--- config.mk ---
export PLATFORM = sky130hd
export DESIGN_NAME = sfsr_flash_status
export DESIGN_NICKNAME = d
export VERILOG_FILES = /design/src/sfsr_pkg.sv /design/src/sfsr_pin_sync.sv /design/src/sfsr_write_timer.sv /design/src/sfsr_flash_status.sv
export VERILOG_INCLUDE_DIRS = /design/src
export SDC_FILE = /design/constraint.sdc
export NUM_CORES = 1
export LEC_CHECK = 0
export BUFFER_PORTS_ARGS = -buffer_cell sky130_fd_sc_hd__buf_2
export CAP_MARGIN = 0
export CORE_MARGIN = 2
export CORE_UTILIZATION = 30
export CTS_BUF_LIST = sky130_fd_sc_hd__clkbuf_16
export DETAILED_ROUTE_END_ITERATION = 10
export PLACE_DENSITY = 0.47
export SETUP_SLACK_MARGIN = 0.1
export SLEW_MARGIN = 40
export SYNTH_ARGS = -nofsm -noshare
export SYNTH_HDL_FRONTEND = slang
export SYNTH_HIERARCHICAL = 1
export SYNTH_SLANG_ARGS = --single-unit
export TNS_END_PERCENT = 1
--- constraint.sdc ---
create_clock -name ref_clk -period 5 [get_ports ref_clk]
set_input_delay 0.75 -clock ref_clk [delete_from_list [all_inputs] [get_ports ref_clk]]
set_output_delay 0.75 -clock ref_clk [all_outputs]
set_load 0.01 [all_outputs]
--- src/sfsr_defines.svh ---
// constants for the serial flash status and read block
`ifndef SFSR_DEFINES_SVH
`define SFSR_DEFINES_SVH

// ****************************************************************
// instruction codes
// ****************************************************************
`define SFSR_WRITE_ENABLE_CMD 8'h06
`define SFSR_WRITE_DISABLE_CMD 8'h04
`define SFSR_READ_STATUS_CMD 8'h05
`define SFSR_WRITE_STATUS_CMD 8'h01
`define SFSR_READ_DATA_CMD 8'h03
`define SFSR_PAGE_PROGRAM_CMD 8'h02
`define SFSR_SECTOR_ERASE_CMD 8'h20
`define SFSR_BLOCK_ERASE_CMD_A 8'hD8
`define SFSR_BLOCK_ERASE_CMD_B 8'h52
`define SFSR_CHIP_ERASE_CMD_A 8'hC7
`define SFSR_CHIP_ERASE_CMD_B 8'h60
`define SFSR_ENTER_OTP_CMD 8'h3A

// ****************************************************************
// status byte layout and reset values
// ****************************************************************
`define SFSR_BUSY_BIT 0
`define SFSR_WLATCH_BIT 1
`define SFSR_PLEVEL_LSB 2
`define SFSR_PLEVEL_MSB 4
`define SFSR_LOCK_BIT 7
`define SFSR_PLEVEL_RESET 3'h0
`define SFSR_ADDR_MAX 24'hFFFFFF

// ****************************************************************
// byte counts and timing
// ****************************************************************
`define SFSR_BYTES_STATUS_WRITE 3'h2
`define SFSR_BYTES_ERASE 3'h4
`define SFSR_BYTES_PROGRAM_MIN 3'h5
`define SFSR_LAST_ADDR_BYTE 3'h3
`define SFSR_CLK_PERIOD_PS 8000
`define SFSR_TW_NS 5000
`define SFSR_TW_CYCLES ((`SFSR_TW_NS * 1000 + `SFSR_CLK_PERIOD_PS - 1) / `SFSR_CLK_PERIOD_PS)
`define SFSR_TIMER_W 10
`define SFSR_PIN_RESET 4'h3

`endif

--- src/sfsr_pkg.sv ---
// types shared by the serial flash status and read block
package sfsr_pkg;
  typedef enum logic [2:0] {
    ST_OPCODE, ST_ADDR, ST_WDATA, ST_STATUS, ST_READ, ST_TAIL, ST_IGNORE
  } sfsr_state_t;

  typedef enum logic [1:0] {
    OP_PROGRAM, OP_SECTOR_ERASE, OP_BLOCK_ERASE, OP_CHIP_ERASE
  } sfsr_op_t;
endpackage

--- src/sfsr_pin_sync.sv ---
// three-stage synchroniser with agreement filter for the serial pins
`timescale 1ns/1ps
`include "sfsr_defines.svh"
module sfsr_pin_sync (
  input wire logic ref_clk,
  input wire logic rstn,
  input wire logic [3:0] pinIn,
  output logic [3:0] pinLevel
);
  logic [3:0] s1_reg, s2_reg, s3_reg, level_reg;
  logic [3:0] level_next;

  // the level only moves once stages two and three agree
  always_comb begin
    level_next = level_reg;
    for (int i = 0; i < 4; i++) begin
      if (s2_reg[i] == s3_reg[i]) begin
        level_next[i] = s3_reg[i];
      end
    end
  end

  always_ff @(posedge ref_clk) begin
    if (!rstn) begin
      s1_reg <= `SFSR_PIN_RESET;
      s2_reg <= `SFSR_PIN_RESET;
      s3_reg <= `SFSR_PIN_RESET;
      level_reg <= `SFSR_PIN_RESET;
    end else begin
      s1_reg <= pinIn;
      s2_reg <= s1_reg;
      s3_reg <= s2_reg;
      level_reg <= level_next;
    end
  end

  assign pinLevel = level_reg;
endmodule

--- src/sfsr_write_timer.sv ---
// self-timed status write cycle counter
`timescale 1ns/1ps
`include "sfsr_defines.svh"
module sfsr_write_timer (
  input wire logic ref_clk,
  input wire logic rstn,
  input wire logic start,
  output logic busy,
  output logic done
);
  localparam logic [`SFSR_TIMER_W-1:0] LAST = `SFSR_TIMER_W'(`SFSR_TW_CYCLES - 1);
  logic [`SFSR_TIMER_W-1:0] count_reg, count_next;
  logic busy_reg, busy_next, done_reg, done_next;

  always_comb begin
    count_next = count_reg;
    busy_next = busy_reg;
    done_next = 1'b0;
    if (busy_reg) begin
      if (count_reg == LAST) begin
        busy_next = 1'b0;
        done_next = 1'b1;
      end else begin
        count_next = count_reg + 1'b1;
      end
    end else if (start) begin
      busy_next = 1'b1;
      count_next = '0;
    end
  end

  always_ff @(posedge ref_clk) begin
    if (!rstn) begin
      count_reg <= '0;
      busy_reg <= 1'b0;
      done_reg <= 1'b0;
    end else begin
      count_reg <= count_next;
      busy_reg <= busy_next;
      done_reg <= done_next;
    end
  end

  assign busy = busy_reg;
  assign done = done_reg;
endmodule

--- src/sfsr_flash_status.sv ---
// serial flash status register, protection and array read path
// Overview of operation
// - read-status instruction is accepted anytime, even during a busy cycle
// - status byte repeats live until chip select rises
// - bit 0 shows a status write, program or erase in progress
// - bit 1 is the write latch; clear latch refuses writes
// - bits 4..2 protect levels block program and erases in their region
// - chip erase only runs with all protect levels zero
// - bits 6 and 5 always read zero
// - status write changes only bit 7 and bits 4..2
// - outside one-time mode, lock bit set with protect pin low freezes status and refuses status writes
// - in one-time mode bit 7 is a set-once sector lock
// - in one-time mode status write ignores data and sets the lock
// - status write needs an earlier write-enable instruction
// - status write must end exactly after the data byte
// - valid status write starts timed cycle, busy held, then latch cleared
// - read takes opcode and 24-bit address, data out on falling edges
// - read address increments per byte and wraps to zero
// - chip select rising ends a read anywhere
// - read during a busy cycle is rejected without disturbing it
// - everything travels most significant bit first
// - write-enable instruction sets the write latch
// - write-disable clears the latch, or leaves one-time mode
`timescale 1ns/1ps
`include "sfsr_defines.svh"
module sfsr_flash_status
  import sfsr_pkg::*;
(
  input wire logic ref_clk,
  input wire logic rstn,
  input wire logic spiClk,
  input wire logic chipSelectN,
  input wire logic serial_in,
  input wire logic writeProtectN,
  output logic serialOut,
  output logic serialOutEn,
  output logic [23:0] flashAddr,
  input wire logic [7:0] arrayRdData,
  output logic [2:0] protectLevel,
  input wire logic addrProtected,
  output logic opStart,
  output sfsr_op_t opKind,
  input wire logic engineBusy,
  output logic otpModeActive
);
  // ****************************************************************
  // pin sampling
  // ****************************************************************
  logic [3:0] pinLevel;
  logic clkLvl, csLvlN, dinLvl, wpLvlN;

  sfsr_pin_sync u_sync (
    .ref_clk(ref_clk),
    .rstn(rstn),
    .pinIn({serial_in, writeProtectN, chipSelectN, spiClk}),
    .pinLevel(pinLevel)
  );
  assign clkLvl = pinLevel[0];
  assign csLvlN = pinLevel[1];
  assign wpLvlN = pinLevel[2];
  assign dinLvl = pinLevel[3];

  // ****************************************************************
  // state
  // ****************************************************************
  sfsr_state_t state_reg, state_next;
  logic [2:0] bitCnt_reg, bitCnt_next, byteCnt_reg, byteCnt_next;
  logic [7:0] opcode_reg, opcode_next, shiftIn_reg, shiftIn_next;
  logic [7:0] shiftOut_reg, shiftOut_next, wsrData_reg, wsrData_next;
  logic [7:0] pend_reg, pend_next;
  logic [23:0] addr_reg, addr_next;
  logic sout_reg, sout_next, soutEn_reg, soutEn_next;
  logic wel_reg, wel_next, lockBit_reg, lockBit_next;
  logic otpLock_reg, otpLock_next, otpMode_reg, otpMode_next;
  logic [2:0] plevel_reg, plevel_next;
  logic opStart_reg, opStart_next, busyPrev_reg;
  sfsr_op_t opKind_reg, opKind_next;
  logic clkPrev_reg, csPrevN_reg;

  logic wsrBusy, wsrDone, wsrStart;
  logic clkRise, clkFall, csRise, busyFlag, hwProtect, frameOk;
  logic [7:0] statusByte, shIn, loadByte;

  sfsr_write_timer u_timer (
    .ref_clk(ref_clk),
    .rstn(rstn),
    .start(wsrStart),
    .busy(wsrBusy),
    .done(wsrDone)
  );

  function automatic logic [2:0] satInc(input logic [2:0] v);
    satInc = (v == 3'h7) ? v : v + 3'h1;
  endfunction

  assign clkRise = clkLvl & ~clkPrev_reg & ~csLvlN;
  assign clkFall = ~clkLvl & clkPrev_reg & ~csLvlN;
  assign csRise = csLvlN & ~csPrevN_reg;
  assign busyFlag = wsrBusy | engineBusy;
  // hardware protection only exists outside one-time mode
  assign hwProtect = lockBit_reg & ~wpLvlN & ~otpMode_reg;
  // reserved bits are hard zero; bit 7 shows the sector lock in one-time mode
  assign statusByte = {otpMode_reg ? otpLock_reg : lockBit_reg, 2'h0, plevel_reg,
                       wel_reg, busyFlag};
  assign shIn = {shiftIn_reg[6:0], dinLvl};
  // an instruction counts only if chip select rose at a byte boundary while idle
  assign frameOk = csRise & (bitCnt_reg == 3'h0) & ~busyFlag & (state_reg != ST_IGNORE);
  assign wsrStart = frameOk & (opcode_reg == `SFSR_WRITE_STATUS_CMD)
                    & (byteCnt_reg == `SFSR_BYTES_STATUS_WRITE)
                    & wel_reg & ~hwProtect;
  assign loadByte = (state_reg == ST_STATUS) ? statusByte : arrayRdData;

  // ****************************************************************
  // next-state logic
  // ****************************************************************
  always_comb begin
    state_next = state_reg;
    bitCnt_next = bitCnt_reg;
    byteCnt_next = byteCnt_reg;
    opcode_next = opcode_reg;
    shiftIn_next = shiftIn_reg;
    shiftOut_next = shiftOut_reg;
    wsrData_next = wsrData_reg;
    pend_next = pend_reg;
    addr_next = addr_reg;
    sout_next = sout_reg;
    soutEn_next = soutEn_reg;
    wel_next = wel_reg;
    lockBit_next = lockBit_reg;
    otpLock_next = otpLock_reg;
    otpMode_next = otpMode_reg;
    plevel_next = plevel_reg;
    opStart_next = 1'b0;
    opKind_next = opKind_reg;
    // cleared first so a write-enable taken in the same cycle still sets the latch
    if (busyPrev_reg && !busyFlag) begin
      wel_next = 1'b0;
    end
    if (csRise) begin
      // chip select rising always ends the frame, mid-byte included
      state_next = ST_OPCODE;
      bitCnt_next = 3'h0;
      byteCnt_next = 3'h0;
      soutEn_next = 1'b0;
      if (frameOk && byteCnt_reg == 3'h1) begin
        if (opcode_reg == `SFSR_WRITE_ENABLE_CMD) begin
          wel_next = 1'b1;
        end else if (opcode_reg == `SFSR_WRITE_DISABLE_CMD) begin
          if (otpMode_reg) begin
            otpMode_next = 1'b0;
          end else begin
            wel_next = 1'b0;
          end
        end else if (opcode_reg == `SFSR_ENTER_OTP_CMD) begin
          otpMode_next = 1'b1;
        end else if ((opcode_reg == `SFSR_CHIP_ERASE_CMD_A ||
                      opcode_reg == `SFSR_CHIP_ERASE_CMD_B) &&
                     wel_reg && plevel_reg == 3'h0 && !otpMode_reg) begin
          opStart_next = 1'b1;
          opKind_next = OP_CHIP_ERASE;
        end
      end
      if (wsrStart) begin
        pend_next = wsrData_reg;
      end
      // region blocking: the external table judges the address, the lock guards one-time
      if (frameOk && wel_reg && !(otpMode_reg ? otpLock_reg : addrProtected)) begin
        if (opcode_reg == `SFSR_PAGE_PROGRAM_CMD &&
            byteCnt_reg >= `SFSR_BYTES_PROGRAM_MIN) begin
          opStart_next = 1'b1;
          opKind_next = OP_PROGRAM;
        end else if (byteCnt_reg == `SFSR_BYTES_ERASE &&
                     opcode_reg == `SFSR_SECTOR_ERASE_CMD) begin
          opStart_next = 1'b1;
          opKind_next = OP_SECTOR_ERASE;
        end else if (byteCnt_reg == `SFSR_BYTES_ERASE &&
                     (opcode_reg == `SFSR_BLOCK_ERASE_CMD_A ||
                      opcode_reg == `SFSR_BLOCK_ERASE_CMD_B)) begin
          opStart_next = 1'b1;
          opKind_next = OP_BLOCK_ERASE;
        end
      end
    end else if (clkRise) begin
      bitCnt_next = bitCnt_reg + 3'h1;
      shiftIn_next = shIn;
      if (bitCnt_reg == 3'h7) begin
        byteCnt_next = satInc(byteCnt_reg);
        case (state_reg)
          ST_OPCODE: begin
            opcode_next = shIn;
            if (shIn == `SFSR_READ_STATUS_CMD) begin
              state_next = ST_STATUS;
            end else if (shIn == `SFSR_READ_DATA_CMD) begin
              state_next = busyFlag ? ST_IGNORE : ST_ADDR;
            end else if (shIn == `SFSR_WRITE_STATUS_CMD) begin
              state_next = ST_WDATA;
            end else if (shIn == `SFSR_PAGE_PROGRAM_CMD || shIn == `SFSR_SECTOR_ERASE_CMD ||
                         shIn == `SFSR_BLOCK_ERASE_CMD_A ||
                         shIn == `SFSR_BLOCK_ERASE_CMD_B) begin
              state_next = ST_ADDR;
            end else begin
              state_next = ST_TAIL;
            end
          end
          ST_ADDR: begin
            addr_next = {addr_reg[15:0], shIn};
            if (byteCnt_reg == `SFSR_LAST_ADDR_BYTE) begin
              state_next = (opcode_reg == `SFSR_READ_DATA_CMD) ? ST_READ : ST_TAIL;
            end
          end
          ST_WDATA: begin
            wsrData_next = shIn;
            state_next = ST_TAIL;
          end
          default: begin
            state_next = state_reg;
          end
        endcase
      end
    end else if (clkFall && (state_reg == ST_STATUS || state_reg == ST_READ)) begin
      soutEn_next = 1'b1;
      if (bitCnt_reg == 3'h0) begin
        // reload at each byte start so the status byte stays live
        sout_next = loadByte[7];
        shiftOut_next = {loadByte[6:0], 1'b0};
        if (state_reg == ST_READ) begin
          addr_next = addr_reg + 24'h1;
        end
      end else begin
        sout_next = shiftOut_reg[7];
        shiftOut_next = {shiftOut_reg[6:0], 1'b0};
      end
    end
    // cycle completion: apply the written bits; the latch drops in the same cycle
    if (wsrDone) begin
      if (otpMode_reg) begin
        otpLock_next = 1'b1;
      end else begin
        lockBit_next = pend_reg[`SFSR_LOCK_BIT];
        plevel_next = pend_reg[`SFSR_PLEVEL_MSB:`SFSR_PLEVEL_LSB];
      end
    end
  end

  always_ff @(posedge ref_clk) begin
    if (!rstn) begin
      state_reg <= ST_OPCODE;
      bitCnt_reg <= 3'h0;
      byteCnt_reg <= 3'h0;
      opcode_reg <= 8'h00;
      shiftIn_reg <= 8'h00;
      shiftOut_reg <= 8'h00;
      wsrData_reg <= 8'h00;
      pend_reg <= 8'h00;
      addr_reg <= 24'h000000;
      sout_reg <= 1'b0;
      soutEn_reg <= 1'b0;
      wel_reg <= 1'b0;
      lockBit_reg <= 1'b0;
      otpLock_reg <= 1'b0;
      otpMode_reg <= 1'b0;
      plevel_reg <= `SFSR_PLEVEL_RESET;
      opStart_reg <= 1'b0;
      opKind_reg <= OP_PROGRAM;
      busyPrev_reg <= 1'b0;
      clkPrev_reg <= 1'b1;
      csPrevN_reg <= 1'b1;
    end else begin
      state_reg <= state_next;
      bitCnt_reg <= bitCnt_next;
      byteCnt_reg <= byteCnt_next;
      opcode_reg <= opcode_next;
      shiftIn_reg <= shiftIn_next;
      shiftOut_reg <= shiftOut_next;
      wsrData_reg <= wsrData_next;
      pend_reg <= pend_next;
      addr_reg <= addr_next;
      sout_reg <= sout_next;
      soutEn_reg <= soutEn_next;
      wel_reg <= wel_next;
      lockBit_reg <= lockBit_next;
      otpLock_reg <= otpLock_next;
      otpMode_reg <= otpMode_next;
      plevel_reg <= plevel_next;
      opStart_reg <= opStart_next;
      opKind_reg <= opKind_next;
      busyPrev_reg <= busyFlag;
      clkPrev_reg <= clkLvl;
      csPrevN_reg <= csLvlN;
    end
  end

  assign serialOut = sout_reg;
  assign serialOutEn = soutEn_reg;
  assign flashAddr = addr_reg;
  assign protectLevel = plevel_reg;
  assign opStart = opStart_reg;
  assign opKind = opKind_reg;
  assign otpModeActive = otpMode_reg;
endmodule

==> qor.yml <==
outcome:
  status: "complete, no violations"
synth:
  syn_area_um2: 5380
  yosys_register_bits: 106
  synth-edff-count: 0
  yosys.area_share.simple_pct: 28.1
  yosys.cell_types.count: 74
  postSynthCellCount: 643
  yosys-top-cells-area: "dfxtp_1, a21oi_1, nor2_1"
  synth_commonest_cells: "dfxtp_1, nor2_1, nand2_1, a21oi_1, clkbuf_1"
  yosysTopAreaCellShare_pct: 39.4
  synth_compound_area_share_pct: 20.6
  synth_top_family_by_area: "simple AND/OR/NAND/NOR gates"
  synth_fa_ha_area_share_pct: 2.79
  synth_xor_xnor_area_share_pct: 0.488
  synth_mux_area_share_pct: 4.09
  yosysSeqAreaShare_pct: 39.4
  yosysMostFrequentCell: "dfxtp_1"
  synth-async-reset-ratio_pct: 0
  synthesis.nets: 671
  average_instance_area_after_synthesis_um2: 8.37
  yosys_warnings: 6
  synth_top_flop_cell: "dfxtp_1"
  yosys.area.top_type: "dfxtp_1"
critical_path:
  slowest_stage: "nor2b_1"
  setup.worst_path.end_class: "flop"
  crit_path_frequent_cell: "nor2_1"
  crit_path_max_incr_delay_ns: 0.55
  maximum_fanout_encountered_on_the_critical_timing_path: 7
  cp-start-kind: "flop"
  worstPathRequired_ns: 5.24
  cp_cell_instances: "nor2b_1 > and4_1 > nand3_1 > nor2_1 > nor2_1 > a41oi_1 > nor2b_2 > a211o_1"
  worst-endpoint-arrival_ns: 2.71
  timing_worst_setup_path_type: "flop to flop"
timing:
  finalMaxSlewViolations: 0
  hold_viol_final: 0
  setup_tns_ns: 0
  hold_ws_ns: 0.405
  unrepaired_setup_endpoints_after_global_routing: "no"
  post-route-period-util_pct: 49.3
  max_slew_margin_pct: 53.8
  postLayoutSetupSlackWorst_ns: 2.53
  finalClockSkew_ns: 0.00596
  timing.final.setup_violations: 0
  fmax_mhz: 406
  layout_min_cycle_time_ns: 2.47
  timing_worst_slew_pin_value_ns: 0.688
place:
  dp_cells: 881
  place_worst_setup_slack_ns: 2.27
  place.port_buffers: 48
  place_hpwl_um: 9550
  routabilityCongestion: 0.782
  detailed_place.area_um2: 5780
power:
  share_seq_of_total_power_pct: 51.9
  pwr-share-clk_pct: 46.1
  internal_pwr_total_mw: 1.29
  cellLeakagePower_nw: 2.36
  fin_total_pwr_mw: 1.64
  p_sw_mw: 0.343
  power_per_cell_area_nw_per_um2: 268
  power.share.switching_pct: 21.0
  comb_power_share_pct: 1.9
  peakVddDrop_mv: 0.163
routing:
  detailedRoute.firstPassIterationCount: 5
  final_routed_wire_length_divided_by_cell_count_um: 15.5
  totalWireLength_um: 13900
  drc_errors: 0
  postRouteAntennaNets: 0
  dr_total_vias: 4763
  drt_iter0_drc: 369
  routed_via_density: 5.32
floorplan:
  floorplan.die_area_um2: 19000
  dieHeight_um: 138
  core_um2: 17400
  floorplan.initialDensity_pct: 30.9
  fp.dieW_um: 138
  boundaryPins: 49
  rows: 48
finish:
  finalInstanceArea_um2: 6090
  area.growth.synth_to_final_pct: 13.3
  post_route_cells_drive_above_1_share_pct: 14.8
  final_util_pct: 35.0
  largest_register_ffs: 24
  antennaDiodeCount: 0
  instances_no_fill: 896
  finish.net_count: 695
clocking:
  clkLatencyLatePin_ns: 0.35
  post_cts_resized: 0
  h_tree_level_count: 3
  cts_num_sinks: 106
  cts.hold.buffers_added: 0
  numCtsBuffers: 9
  postCtsSetupBuffers: 0
  ctsLongestPathBuffers: 2
  tritoncts: "built"
  clock_tree.root_cell: "clkbuf_16"
  clk_transition_reported_paths_ns: 0.07
job:
  max_cap_violations: 0
global_route:
  globalRoute.totalOverflow: 0
  grt_first_pass_wirelength_um: 22800
  first_global_vias: 4416
  number_of_antenna_violations_at_the_first_check_in_global_routing: 1
  pin_count_of_the_biggest_net_entering_global_routing: 49
  gr-usage-all-layers_pct: 15.3
min_path:
  hold_class: "flop to flop"
==> cell usage in the layout (no fill, tap or decap), types with 5 or more instances in the layout <==
cell type	n
and3_1	9
and2_1	14
o21ai_0	19
nand3b_1	7
nand2b_1	12
nor2b_1	12
inv_1	16
dfxtp_1	106
buf_4	5
mux2i_1	22
o221a_2	10
or2b_1	5
ha_1	12
o31ai_1	7
a211o_1	5
clkbuf_16	9
nand2_1	64
a21oi_1	60
buf_2	48
nand3_1	23
nor3b_1	5
nor3_1	11
nand4_1	19
nor2_1	71
==> worst paths after layout <==
kind	cells after the start	slack (ns)	to	from
min reg2reg	1	0.40	u_sync/s2_reg[1]	u_sync/s1_reg[1]
max reg2reg	8	2.53	u_timer/count_reg[6]	u_sync/pinLevel[1]
min	1	0.40	u_sync/s2_reg[1]	u_sync/s1_reg[1]
max	8	2.53	u_timer/count_reg[6]	u_sync/pinLevel[1]
==> power groups by stage <==
stage                     clock network [mW]  logic, mW  registers [mW]
final                                  0.754     0.0318           0.849
after global routing                   0.806     0.0357           0.850
after CTS                              0.782     0.0328           0.849
after detailed placement                   0     0.0327           0.869
after global placement                     0     0.0321           0.869
after floorplan                            0     0.0191           0.869
==> metal layers <==
metal	vias up	global-route usage (%)	share of wire, %
met1	2263	20.9	48
met5	-	0	0
li1	2373	-	-
met4	0	5.73	1.3
met3	11	2.56	5.6
met2	116	24.1	45
==> critical path, delay by kind of cell (launching register included) <==
| family | cells | cell delay (ns) |
|---|---|---|
| compound gates | 2 | 0.63 |
| simple gates | 6 | 1.27 |
| flops | 1 | 0.46 |
==> logic make-up (layout without fill, tap and decap cells) <==
group / after synthesis / in the layout
AND/OR/NAND/NOR: 285 / 285
AO/OA/AOI/OAI: 159 / 159
flip-flops: 106 / 106
buffers and inverters: 56 / 84
multiplexers: 22 / 22
adder cells (fa/ha/maj): 12 / 12
XOR/XNOR: 3 / 3
==> final cells by class <==
class	instances	area, µm²
timing repair buffer	53	278
multi-input combinational	481	3040
clock inverter	6	83.8
tap	225	282
inverter	16	61.3
sequential	106	2120
clock buffer	9	225
fill	1816	11300
(Power assumes the default switching activity.)
